File: src/rtl/exec_unit_map.svh
// Functional notes
// - PC change costs second cycle as no-op
// - Indirect access adds cycle when pointer MSB set
// - Pointer add sign-extends 6-bit literal, flags untouched
// - Pointer sum wraps modulo 16 bits
// - Literal AND into accumulator, zero only
// - Literal add into accumulator, all flags
// - File add, destination bit selects target
// - File AND, destination bit, zero only
// - Arithmetic right shift keeps MSb, LSb to carry
// - Add with carry, all flags, destination
// - Pointer add decoded from 1100010 prefix
`ifndef EXEC_UNIT_MAP_SVH
`define EXEC_UNIT_MAP_SVH

`define OFS_INSTR   12'h000
`define OFS_ACC     12'h004
`define OFS_STATUS  12'h008
`define OFS_PTR0    12'h00C
`define OFS_PTR1    12'h010
`define OFS_CYCLES  12'h014
`define FILE_SEL    3'h1
`define FILE_SEL_HI 11
`define FILE_SEL_LO 9
`define FILE_IDX_HI 8
`define FILE_IDX_LO 2

`define OPC_PTR_ADD 7'h62
`define OPC_AND_LIT 6'h39
`define OPC_ADD_LIT 6'h3E
`define OPC_ADD_F   6'h07
`define OPC_AND_F   6'h05
`define OPC_ASR_F   6'h37
`define OPC_ADDC_F  6'h3D
`define F_DEST      7
`define F_PSEL      6
`define IND_HI_ADDR 6'h00
`define PC_LO_ADDR  7'h02
`define PTR_MSB     15

`define ST_C        0
`define ST_DIG_C    1
`define ST_Z        2
`define ST_BUSY     8

`define RESP_OKAY   2'h0
`define RESP_SLVERR 2'h2
`define ACC_RST     8'h00
`define PTR_RST     16'h0000
`define INSTR_RST   14'h0000
`define CYC_BASE    2'h1

`endif

File: src/rtl/exec_unit_pkg.sv
package exec_unit_pkg;

	typedef enum logic [6:0] {
		OP_NONE   = 7'b0000001,
		OP_PTRADD = 7'b0000010,
		OP_ANDLIT = 7'b0000100,
		OP_ADDLIT = 7'b0001000,
		OP_ANDF   = 7'b0010000,
		OP_ADDF   = 7'b0100000,
		OP_ARITH_SHIFT_RIGHT_FILE   = 7'b1000000
	} op_kind_e;

	typedef struct packed {
		op_kind_e    kind;
		logic        with_carry;
		logic        dest;
		logic        ptr_sel;
		logic [6:0]  faddr;
		logic [7:0]  lit;
	} instr_s;

	typedef struct packed {
		logic [7:0]  res;
		logic        c;
		logic        dig_c;
		logic        z;
		logic        set_c;
		logic        set_dig_c;
		logic        set_z;
		logic        to_acc;
		logic        to_file;
	} alu_s;

	typedef enum logic [2:0] {
		ST_IDLE  = 3'b001,
		ST_STALL = 3'b010,
		ST_RESP  = 3'b100
	} bus_state_e;

endpackage

File: src/rtl/add_and_shift_exec_unit.sv
// The AXI4-Lite register port and the address map were left to the implementer.
`timescale 1ns/10ps
`include "exec_unit_map.svh"

module add_and_shift_exec_unit
(
	input  wire logic        clk,
	input  wire logic        arst_n,
	input  wire logic        awvalid,
	output logic             awready,
	input  wire logic [11:0] awaddr,
	input  wire logic        wvalid,
	output logic             wready,
	input  wire logic [31:0] wdata,
	input  wire logic [3:0]  wstrb,
	output logic             bvalid,
	input  wire logic        bready,
	output logic [1:0]       bresp,
	input  wire logic        arvalid,
	output logic             arready,
	input  wire logic [11:0] araddr,
	output logic             rvalid,
	input  wire logic        rready,
	output logic [31:0]      rdata,
	output logic [1:0]       rresp
);
	import exec_unit_pkg::*;

	function automatic logic [31:0] merge(input logic [31:0] old, input logic [31:0] nw,
		input logic [3:0] strb);
		logic [31:0] r;
		r = old;
		for (int i = 0; i < 4; i++)
		begin
			if (strb[i])
				r[i*8 +: 8] = nw[i*8 +: 8];
		end
		return r;
	endfunction

	function automatic logic is_file_addr(input logic [11:0] a);
		return a[`FILE_SEL_HI:`FILE_SEL_LO] == `FILE_SEL;
	endfunction

	function automatic instr_s decode(input logic [13:0] w);
		instr_s d;
		d.kind = OP_NONE;
		d.with_carry = 1'b0;
		d.dest = w[`F_DEST];
		d.ptr_sel = w[`F_PSEL];
		d.faddr = w[6:0];
		d.lit = w[7:0];
		if (w[13:7] == `OPC_PTR_ADD)
			d.kind = OP_PTRADD;
		else if (w[13:8] == `OPC_AND_LIT)
			d.kind = OP_ANDLIT;
		else if (w[13:8] == `OPC_ADD_LIT)
			d.kind = OP_ADDLIT;
		else if (w[13:8] == `OPC_AND_F)
			d.kind = OP_ANDF;
		else if (w[13:8] == `OPC_ADD_F)
			d.kind = OP_ADDF;
		else if (w[13:8] == `OPC_ADDC_F)
		begin
			d.kind = OP_ADDF;
			d.with_carry = 1'b1;
		end
		else if (w[13:8] == `OPC_ASR_F)
			d.kind = OP_ARITH_SHIFT_RIGHT_FILE;
		return d;
	endfunction

	function automatic alu_s run_alu(input instr_s i, input logic [7:0] a, input logic [7:0] f,
		input logic cy);
		alu_s r;
		logic [7:0] b;
		logic       cin;
		logic [8:0] s;
		logic [4:0] h;
		b = (i.kind == OP_ADDLIT) ? i.lit : f;
		cin = i.with_carry & cy;
		s = {1'b0, a} + {1'b0, b} + {8'h00, cin};
		h = {1'b0, a[3:0]} + {1'b0, b[3:0]} + {4'h0, cin};
		r = '0;
		r.c = s[8];
		r.dig_c = h[4];
		unique case (i.kind)
			OP_ANDLIT:
			begin
				r.res = a & i.lit;
				r.set_z = 1'b1;
				r.to_acc = 1'b1;
			end
			OP_ADDLIT:
			begin
				r.res = s[7:0];
				{r.set_c, r.set_dig_c, r.set_z, r.to_acc} = 4'hF;
			end
			OP_ANDF:
			begin
				r.res = a & f;
				r.set_z = 1'b1;
			end
			OP_ADDF:
			begin
				r.res = s[7:0];
				{r.set_c, r.set_dig_c, r.set_z} = 3'h7;
			end
			OP_ARITH_SHIFT_RIGHT_FILE:
			begin
				r.res = {f[7], f[7:1]};
				r.c = f[0];
				{r.set_c, r.set_z} = 2'h3;
			end
			OP_NONE, OP_PTRADD:
				r.res = 8'h00;
		endcase
		if (i.kind inside {OP_ANDF, OP_ADDF, OP_ARITH_SHIFT_RIGHT_FILE})
		begin
			r.to_file = i.dest;
			r.to_acc = ~i.dest;
		end
		r.z = (r.res == 8'h00);
		return r;
	endfunction

	bus_state_e  st_reg;
	bus_state_e  st_next;
	logic        awready_reg;
	logic        wready_reg;
	logic        bvalid_reg;
	logic [1:0]  bresp_reg;
	logic        arready_reg;
	logic        rvalid_reg;
	logic [31:0] rdata_reg;
	logic [1:0]  rresp_reg;
	logic [11:0] waddr_reg;
	logic [31:0] wdata_reg;
	logic [3:0]  wstrb_reg;
	logic [13:0] instr_reg;
	logic [7:0]  acc_reg;
	logic        c_reg;
	logic        dig_c_reg;
	logic        z_reg;
	logic [15:0] ptr_reg [2];
	logic [1:0]  cycles_reg;
	logic [1:0]  cnt_reg;
	logic [7:0]  mem [128];

	wire        do_write = (st_reg == ST_IDLE) && !awready_reg && !wready_reg;
	wire        hit_instr = waddr_reg == `OFS_INSTR;
	wire        hit_acc = waddr_reg == `OFS_ACC;
	wire        hit_stat = waddr_reg == `OFS_STATUS;
	wire        hit_p0 = waddr_reg == `OFS_PTR0;
	wire        hit_p1 = waddr_reg == `OFS_PTR1;
	wire        hit_file = is_file_addr(waddr_reg);
	wire        w_mapped = hit_instr | hit_acc | hit_stat | hit_p0 | hit_p1 | hit_file
		| (waddr_reg == `OFS_CYCLES);
	wire [31:0] wmerge = merge(32'h0000_0000, wdata_reg, wstrb_reg);
	wire        exec_go = do_write && hit_instr;

	wire instr_s     dec = decode(wmerge[13:0]);
	wire             ind = dec.faddr[6:1] == `IND_HI_ADDR;
	wire [15:0]      ind_ptr = ptr_reg[dec.faddr[0]];
	wire [6:0]       eff_addr = ind ? ind_ptr[6:0] : dec.faddr;
	wire             file_op = dec.kind inside {OP_ANDF, OP_ADDF, OP_ARITH_SHIFT_RIGHT_FILE};
	wire alu_s       alu = run_alu(dec, acc_reg, mem[eff_addr], c_reg);
	wire             ind_extra = file_op && ind && ind_ptr[`PTR_MSB];
	wire             pc_mod = alu.to_file && !ind && dec.faddr == `PC_LO_ADDR;
	wire [1:0]       extra = {1'b0, ind_extra} + {1'b0, pc_mod};
	wire [15:0]      ptr_sum = ptr_reg[dec.ptr_sel] + {{10{dec.lit[5]}}, dec.lit[5:0]};

	wire             mem_we = (do_write && hit_file && wstrb_reg[0])
		|| (exec_go && alu.to_file);
	wire [6:0]       mem_wa = exec_go ? eff_addr : waddr_reg[`FILE_IDX_HI:`FILE_IDX_LO];
	wire [7:0]       mem_wd = exec_go ? alu.res : wdata_reg[7:0];

	wire [31:0] acc_merge = merge({24'h0, acc_reg}, wdata_reg, wstrb_reg);
	wire [7:0]  acc_next = (exec_go && alu.to_acc) ? alu.res
		: (do_write && hit_acc) ? acc_merge[7:0] : acc_reg;
	wire        stat_wr = do_write && hit_stat && wstrb_reg[0];
	wire        c_next = (exec_go && alu.set_c) ? alu.c
		: stat_wr ? wdata_reg[`ST_C] : c_reg;
	wire        dig_c_next = (exec_go && alu.set_dig_c) ? alu.dig_c
		: stat_wr ? wdata_reg[`ST_DIG_C] : dig_c_reg;
	wire        z_next = (exec_go && alu.set_z) ? alu.z
		: stat_wr ? wdata_reg[`ST_Z] : z_reg;

	wire        busy = st_reg != ST_IDLE;
	wire        r_file = is_file_addr(araddr);
	wire [31:0] stat_word = {23'h0, busy, 5'h0, z_reg, dig_c_reg, c_reg};
	wire [31:0] rd_word = (araddr == `OFS_INSTR) ? {18'h0, instr_reg}
		: (araddr == `OFS_ACC) ? {24'h0, acc_reg}
		: (araddr == `OFS_STATUS) ? stat_word
		: (araddr == `OFS_PTR0) ? {16'h0, ptr_reg[0]}
		: (araddr == `OFS_PTR1) ? {16'h0, ptr_reg[1]}
		: (araddr == `OFS_CYCLES) ? {30'h0, cycles_reg}
		: r_file ? {24'h0, mem[araddr[`FILE_IDX_HI:`FILE_IDX_LO]]} : 32'h0000_0000;
	wire        r_mapped = r_file || araddr == `OFS_INSTR || araddr == `OFS_ACC
		|| araddr == `OFS_STATUS || araddr == `OFS_PTR0 || araddr == `OFS_PTR1
		|| araddr == `OFS_CYCLES;

	// The write answer waits for the whole instruction, so the bus sees its true length
	always_comb
	begin
		st_next = st_reg;
		unique case (st_reg)
			ST_IDLE:
				if (do_write)
					st_next = (exec_go && extra != 2'h0) ? ST_STALL : ST_RESP;
			ST_STALL:
				if (cnt_reg == `CYC_BASE)
					st_next = ST_RESP;
			ST_RESP:
				if (bready)
					st_next = ST_IDLE;
			default:
				st_next = ST_IDLE;
		endcase
	end

	always_ff @(posedge clk or negedge arst_n)
	begin
		if (!arst_n)
		begin
			st_reg <= ST_IDLE;
			awready_reg <= 1'b1;
			wready_reg <= 1'b1;
			bvalid_reg <= 1'b0;
			bresp_reg <= `RESP_OKAY;
		end
		else
		begin
			st_reg <= st_next;
			if (awvalid && awready_reg)
				awready_reg <= 1'b0;
			else if (st_reg == ST_RESP && bready)
				awready_reg <= 1'b1;
			if (wvalid && wready_reg)
				wready_reg <= 1'b0;
			else if (st_reg == ST_RESP && bready)
				wready_reg <= 1'b1;
			bvalid_reg <= st_next == ST_RESP;
			if (do_write)
				bresp_reg <= w_mapped ? `RESP_OKAY : `RESP_SLVERR;
		end
	end

	always_ff @(posedge clk or negedge arst_n)
	begin
		if (!arst_n)
		begin
			waddr_reg <= 12'h000;
			wdata_reg <= 32'h0000_0000;
			wstrb_reg <= 4'h0;
		end
		else
		begin
			if (awvalid && awready_reg)
				waddr_reg <= awaddr;
			if (wvalid && wready_reg)
			begin
				wdata_reg <= wdata;
				wstrb_reg <= wstrb;
			end
		end
	end

	always_ff @(posedge clk or negedge arst_n)
	begin
		if (!arst_n)
		begin
			instr_reg <= `INSTR_RST;
			acc_reg <= `ACC_RST;
			{c_reg, dig_c_reg, z_reg} <= 3'h0;
			cycles_reg <= `CYC_BASE;
			cnt_reg <= 2'h0;
		end
		else
		begin
			acc_reg <= acc_next;
			{c_reg, dig_c_reg, z_reg} <= {c_next, dig_c_next, z_next};
			if (exec_go)
			begin
				instr_reg <= wmerge[13:0];
				cycles_reg <= `CYC_BASE + extra;
				cnt_reg <= extra;
			end
			else if (st_reg == ST_STALL)
				cnt_reg <= cnt_reg - `CYC_BASE;
		end
	end

	// Pointer sum is 16 bits wide on purpose: the carry out is dropped so it wraps
	generate
		for (genvar n = 0; n < 2; n++)
		begin : g_ptr
			wire bus_hit = do_write && (n == 0 ? hit_p0 : hit_p1);
			wire [31:0] ptr_merge = merge({16'h0, ptr_reg[n]}, wdata_reg, wstrb_reg);
			always_ff @(posedge clk or negedge arst_n)
			begin
				if (!arst_n)
					ptr_reg[n] <= `PTR_RST;
				else if (exec_go && dec.kind == OP_PTRADD && dec.ptr_sel == n[0])
					ptr_reg[n] <= ptr_sum;
				else if (bus_hit)
					ptr_reg[n] <= ptr_merge[15:0];
			end
		end
	endgenerate

	// File storage has no reset; software must initialise what it reads
	always_ff @(posedge clk)
	begin
		if (mem_we)
			mem[mem_wa] <= mem_wd;
	end

	always_ff @(posedge clk or negedge arst_n)
	begin
		if (!arst_n)
		begin
			arready_reg <= 1'b1;
			rvalid_reg <= 1'b0;
			rdata_reg <= 32'h0000_0000;
			rresp_reg <= `RESP_OKAY;
		end
		else if (arvalid && arready_reg)
		begin
			arready_reg <= 1'b0;
			rvalid_reg <= 1'b1;
			rdata_reg <= rd_word;
			rresp_reg <= r_mapped ? `RESP_OKAY : `RESP_SLVERR;
		end
		else if (rvalid_reg && rready)
		begin
			arready_reg <= 1'b1;
			rvalid_reg <= 1'b0;
		end
	end

	assign awready = awready_reg;
	assign wready = wready_reg;
	assign bvalid = bvalid_reg;
	assign bresp = bresp_reg;
	assign arready = arready_reg;
	assign rvalid = rvalid_reg;
	assign rdata = rdata_reg;
	assign rresp = rresp_reg;

endmodule // add_and_shift_exec_unit

File: config.mk
export PLATFORM = sky130hd
export DESIGN_NAME = add_and_shift_exec_unit
export DESIGN_NICKNAME = d
export VERILOG_FILES = /design/src/rtl/exec_unit_pkg.sv /design/src/rtl/add_and_shift_exec_unit.sv
export VERILOG_INCLUDE_DIRS = /design/src /design/src/rtl
export SDC_FILE = /design/constraint.sdc
export NUM_CORES = 2
export LEC_CHECK = 0
export BUFFER_PORTS_ARGS = -buffer_cell sky130_fd_sc_hd__buf_2
export CAP_MARGIN = 25
export CORE_MARGIN = 5
export CORE_UTILIZATION = 41
export DETAILED_ROUTE_END_ITERATION = 7
export PLACE_DENSITY_LB_ADDON = 0.05
export SLEW_MARGIN = 30
export SYNTH_ARGS = -nofsm -noshare
export SYNTH_HDL_FRONTEND = slang
export SYNTH_SLANG_ARGS = --single-unit
export TNS_END_PERCENT = 20
File: constraint.sdc
create_clock -name clk -period 11.4 [get_ports clk]
set_input_delay 0.57 -clock clk [delete_from_list [all_inputs] [get_ports clk]]
set_output_delay 0.57 -clock clk [all_outputs]
set_load 0.05 [all_outputs]
==> Word-level counts from Yosys, hierarchy flattened <==
Memory sizes are Yosys's and may differ from the RTL's.
Cells that the tools add are included.
{ "totals": {"ramBits": 1024, "input_bits": 67, "latchBits": 0, "rom_bits": 0, "output_inout_bits": 41, "n_memories": 1, "reg_bits": 135} }
{ "classes": {"bitwise": 13, "addsub": 8, "n_mux": 71, "div": 0, "eq_ne": 33, "shift": 0, "n_reduce_logical": 69, "mul": 0, "n_lt_le_gt_ge": 2} }
{ "mem_list": {"columns": ["name", "words", "word_bits", "read_ports", "rd_ports_with_merged_regs", "write_ports", "line_no", "rtl"], "rows": [
  ["mem", 128, 8, 2, 0, 1, "add_and_shift_exec_unit.sv:148", "logic [7:0] mem [128];"]
]} }
{ "op_table": {"columns": ["operator", "n"], "rows": [
  ["$mux W16", 15],
  ["$mux W8", 9],
  ["$mux W7", 9],
  ["$eq A12 B4 Y1 const B", 4],
  ["$eq A12 B5 Y1 const B", 4],
  ["$pmux W8 S5", 1],
  ["$reduce_bool A2 Y1", 16],
  ["$logic_and A1 B1 Y1", 28],
  ["$mux W1", 26],
  ["$eq A12 B3 Y1 const B", 2],
  ["$eq A6 B6 Y1 const B", 4],
  ["$logic_not A12 Y1", 2],
  ["$add A16 B16 Y16", 1],
  ["$and A8 B8 Y8", 2],
  ["$eq A7 B2 Y1 const B", 2],
  ["$eq A7 B7 Y1 const B", 2],
  ["$eq A6 B3 Y1 const B", 2],
  ["$mux W3", 4],
  ["$mux W2", 5],
  ["$reduce_and A2 Y1", 5],
  ["$add A8 B8 Y9", 1],
  ["$add A9 B1 Y9", 1],
  ["$eq A3 B1 Y1 const B", 3],
  ["$pmux W3 S3", 1],
  ["28 further kinds", 47]
]} }

==> Depth between registers and ports, before layout <==
{ "depth": {"ltp_word": 22, "ltp_mapped": 30} }

==> Least setup slack after synthesis <==
OpenSTA, ideal clock, no wires.
{ "synth_path": {"kind": "reg2reg", "start": "register wdata_reg[6]", "end": "memory mem[0][6], data pin", "synth_period_minus_slack_ns": 11.342, "arrival_time_ns": 10.146, "path_buffers": 6, "path_slack_ns": 0.058, "stages_incl_launch_ff": 29, "cell_sequence": "dfrtp_1 -> buf_6 -> or3_1 -> buf_2 -> o31a_1 -> buf_2 -> o21ai_2 -> buf_6 -> buf_6 -> buf_6 -> mux4_2 -> a22oi_1 -> nor2_1 -> nor4_1 -> nand4_1 -> nor2_1 -> a21oi_1 -> fa_1 -> fa_1 -> a21oi_1 -> nor2_1 -> nor2_1 -> o21bai_1 -> a21oi_1 -> xnor2_1 -> a32oi_1 -> o21ai_0 -> nor2_1 -> o21ai_0"} }
{ "synth_via": {"elab_chain_cells": 9, "elab_cells_between_ends": 11, "cone_classes": "add/sub (2); mux (5); bitwise (2); reduce/logical (1); memory (1)"} }
{ "synth_rtl": {"columns": ["element", "line_no", "rtl"], "rows": [
  ["start: declaration", "add_and_shift_exec_unit.sv:138", "logic [31:0] wdata_reg;"],
  ["start signal: assignment", "add_and_shift_exec_unit.sv:263", "wdata_reg <= wdata;"],
  ["$mux W8", "add_and_shift_exec_unit.sv:35", "if (strb[i])"],
  ["$logic_not A6 Y1 (no source line)", null, null],
  ["$mux W7", "add_and_shift_exec_unit.sv:165", "wire [6:0] eff_addr = ind ? ind_ptr[6:0] : dec.faddr;"],
  ["$mem_v2 Z128 W8", null, null],
  ["$mux W8", "add_and_shift_exec_unit.sv:80", "b = (i.kind == OP_ADDLIT) ? i.lit : f;"],
  ["$add A8 B8 Y9", "add_and_shift_exec_unit.sv:82", "s = {1'b0, a} + {1'b0, b} + {8'h00, cin};"],
  ["$add A9 B1 Y9", "add_and_shift_exec_unit.sv:82", null],
  ["$pmux W8 S5", "add_and_shift_exec_unit.sv:87", "unique case (i.kind)"],
  ["$mux W8 (*)", "add_and_shift_exec_unit.sv:176", "wire [7:0] mem_wd = exec_go ? alu.res : wdata_reg[7:0];"],
  ["net mem_wd[6]", "add_and_shift_exec_unit.sv:176", null],
  ["end: declaration", "add_and_shift_exec_unit.sv:148", null]
]} }
The timed path passes the listed nets; every way through them passes the cells marked *.

==> Worst setup path in the final report <==
{ "layout_path": {"start": "register wdata_reg[5]", "end": "memory mem[14][6], data pin"} }
{ "layout_via": {"elab_chain_cells": 9, "elab_cells_between_ends": 10, "cone_classes": "add/sub (2); mux (5); bitwise (1); reduce/logical (1); memory (1)"} }
{ "layout_rtl": {"columns": ["element", "line_no"], "rows": [
  ["$mux W8 (*)", "add_and_shift_exec_unit.sv:35"],
  ["$logic_not A6 Y1 (no source line)", null],
  ["$mux W7", "add_and_shift_exec_unit.sv:165"],
  ["$mem_v2 Z128 W8", null],
  ["$mux W8", "add_and_shift_exec_unit.sv:80"],
  ["$add A8 B8 Y9", "add_and_shift_exec_unit.sv:82"],
  ["$add A9 B1 Y9", "add_and_shift_exec_unit.sv:82"],
  ["$pmux W8 S5 (*)", "add_and_shift_exec_unit.sv:87"],
  ["$mux W8 (*)", "add_and_shift_exec_unit.sv:176"],
  ["net mem_wd[6]", "add_and_shift_exec_unit.sv:176"]
]} }
Marks and branches as above.

==> impl_results.md <==
* Clock transition at path regs at 60 ps
* Final setup viols at 0
* Initial Util at about two fifths
* I/O pin cnt at around 110
* Sequential cell area fraction in the yosys report at approximately three fifths
* GRT overflow at 0
* Clock Latency Late Sink at about 800 ps
* Post-Syn Area at approximately 0.057 mm2
* Post-synth EDFFs at between 1000 and 1500
* Setup ws final at 2520 ps
* Layout cell share with drive strength beyond 1 at 23.8%
* Status: finished, final reports clean
* HPWL Detailed at 147000 um
* Vias in the first global route at 38453
* Pwr Density at about 230 mW/mm2
* Vias/cell at 6.38
* All-layer global routing usage at roughly 30%
* Setup WS pre-CTS at roughly 2700 ps
* Port bufs at 71
* CTS tree: built
* Slew @ Worst Pin at 1160 ps
* Clk sinks at around 1100
* CP endpoint kind: register
* Layout Area Growth over Synthesis at 13.7%
* Crit path from: wdata_reg[5]
* Peak VDD IR at approximately 0.19 mV
* Primary FF master, synth: edfxtp_1
* Final Hold Vio Count at 0
* Num CTS Buffers at about 130
* CP Data Required Time at approximately 12000 ps
* Largest net degree at the start of global routing at 111
* Die Ht at 383 um
* Resized Gates After CTS at 0
* Root Driver: clkbuf_16
* Maxcap violations at 0
* Site Rows at about 140
* Mapped Cells at 4067
* Final Slew Violations at 0
* Die width at approximately 380 um
* Critical Path AT at between 9000 and 10000 ps
* Number of library cell types mapped by synthesis at 93
* Leak pwr at 0.0218 uW
* Crit path time final at between 8000 and 9000 ps
* Worst slew margin at 22.0%
* Via count of the routed design at just under 40000
* Gpl congestion at roughly 0.9
* Synth Area per Inst at 14.1 um2
* DIE AREA at between 0.1 and 0.15 mm2
* Critical Path Start Type: register
* Asr flop ratio synth at just over 10%
* Routed wire length at around 220000 um
* DR iter-0 viols at between 4000 and 5000
* Setup Skew at about 40 ps
* CTS H-Tree Depth at 4
* Class of the worst hold path: primary input to register
* First-pass GRT wire length at 308000 um
* RSZ-0062 raised after global routing: false
* Max reg flops at 1024
* Hold Crit Start: wdata[1]
* Final worst-path cycle share at between 70% and 80%
* CORE AREA at 0.139 mm2
* Setup CP Type: register to register
* Routed Antenna Nets at 0
* Per-cell routed wire length at 35.9 um
* Synth Warn # at 0
* Post-layout nets at approximately 4300
* DRC errors left at 0
* DR pass1 iterations at 6
* Initial antenna violation count at 3
* Fmax achieved at 113 MHz
* Max Fanout on Critical Path at 64
* Setup TNS Final at 0 ps
* R2r startpoint: wdata_reg[5]
* Synthesis-stage register bit count at 1141
* Postcts setup bufs at 0
* Clock Path Buffers at 3
==> worst paths after layout <==
check | to | slack (ps) | cells past startpoint
setup / recovery | mem[14][6] | 2520 | 25
hold / removal | wdata_reg[1] | 70 | 2
min in group asynchronous | rdata[11] | 400 | 2
setup reg to reg | mem[14][6] | 2520 | 25
max in group asynchronous | wstrb_reg[0] | 9790 | 3
hold reg to reg | rdata[9] | 470 | 2
==> synth_stat cells (all sizes together), types with 11 or more instances <==
cell type | number | share of area, %
nand3 | 192 | 1.7
a211oi | 52 | 0.68
o22ai | 14 | 0.15
a2111oi | 13 | 0.20
mux2i | 155 | 2.7
edfxtp | 1024 | 54
o21ai | 124 | 1.1
nor3 | 43 | 0.39
ha | 26 | 0.57
o221ai | 12 | 0.18
mux4 | 412 | 16
a221oi | 12 | 0.18
a31oi | 45 | 0.49
or3 | 11 | 0.12
a32oi | 19 | 0.29
nor4 | 17 | 0.20
mux2 | 57 | 1.1
nor2 | 274 | 1.8
nand2 | 592 | 3.9
dfrtp | 112 | 4.9
nand4 | 36 | 0.39
clkbuf | 164 | 1.1
a21o | 12 | 0.16
inv | 45 | 0.30
and3 | 58 | 0.63
xnor2 | 18 | 0.28
buf | 145 | 1.4
o211ai | 18 | 0.25
a22oi | 41 | 0.54
a21oi | 121 | 1.1
==> power by group <==
| part | switching, uW | internal [uW] | total, uW |
|---|---|---|---|
| registers | 184 | 5210 | 5400 |
| logic | 4040 | 1550 | 5580 |
| clock network | 1750 | 2370 | 4120 |
| total | 5970 | 9130 | 15100 |
==> area by class of cell <==
cell class,count,area (um2)
Fill cell,12271,74000
Sequential cell,1141,33700
Multi-Input combinational cell,2588,22400
Clock buffer,171,3620
Tap cell,1876,2350
Timing Repair Buffer,279,2250
Clock inverter,65,514
Inverter,46,173
Antenna cell,1,2.50
==> placed cells by master (no fill, tap or decap), types with 52 or more instances in the layout <==
master        n
edfxtp_1   1024
nand2_1     587
mux4_2      412
nor2_1      205
nand3_1     192
buf_4       157
mux2i_1     155
clkbuf_16   138
a21oi_1     117
dfrtp_1     111
o21ai_0     110
buf_2        66
nor2_2       64
and3_1       58
mux2_2       57
a211oi_1     52
==> critical path, cell delays in order (launching register included) <==
cell and delay (ps):
dfrtp_1 600, or3_1 580, o31a_1 340, buf_4 220, o21ai_4 650, buf_4 730, mux4_2 590, a22oi_1 200
nor2_1 100, nor4_1 470, nand4_1 500, nor2_1 220, a21oi_1 70, fa_1 430, fa_1 440, a21oi_1 170
nor2_1 60, nor2_1 300, o21bai_1 110, a21oi_1 240, xnor2_1 150, a32oi_1 70, o21ai_0 190, nor2_1 150
o21ai_4 160, buf_4 550
==> through the flow <==
step | hold WS [ps] | total power [uW] | instances | utilization (%) | cell area, um2
detailed placement | 465 | 10900 | 5895 | 43.5 | 60500
floorplan | 274 | 8590 | 4084 | - | 57200
finish | 66.1 | 15100 | 6167 | 46.8 | 65000
CTS | 27.4 | 15000 | 6166 | 46.7 | 65000
global placement | 458 | 10900 | 5893 | 43.4 | 60300
global route | 53.5 | 15600 | 6166 | 46.8 | 65000
==> metal layers <==
metal  vias up  global-route usage [%]  wire, um
li1      16358                       -         -
met1     20619                    41.0     90200
met2      1967                    46.4    101000
met3       411                    6.78     19800
met4         0                    12.1     10100
met5         -                       0         0
==> cells by family after synthesis <==
group,after synthesis,share of synthesized area (%)
AO/OA/AOI/OAI,617,7.41
XOR/XNOR,23,0.352
adder cells (fa/ha/maj),29,0.674
buffers and inverters,355,2.77
flip-flops,1141,58.9
multiplexers,624,20.1
other,1,0.00656
AND/OR/NAND/NOR,1277,9.82
==> timing repair <==
item                                    4_1_cts  5_1_grt
endpoints found under the setup margin        0        0
hold buffers                                 35        0
endpoints found under the hold margin        94        0
Note: power is estimated with default switching activity, not from simulation.
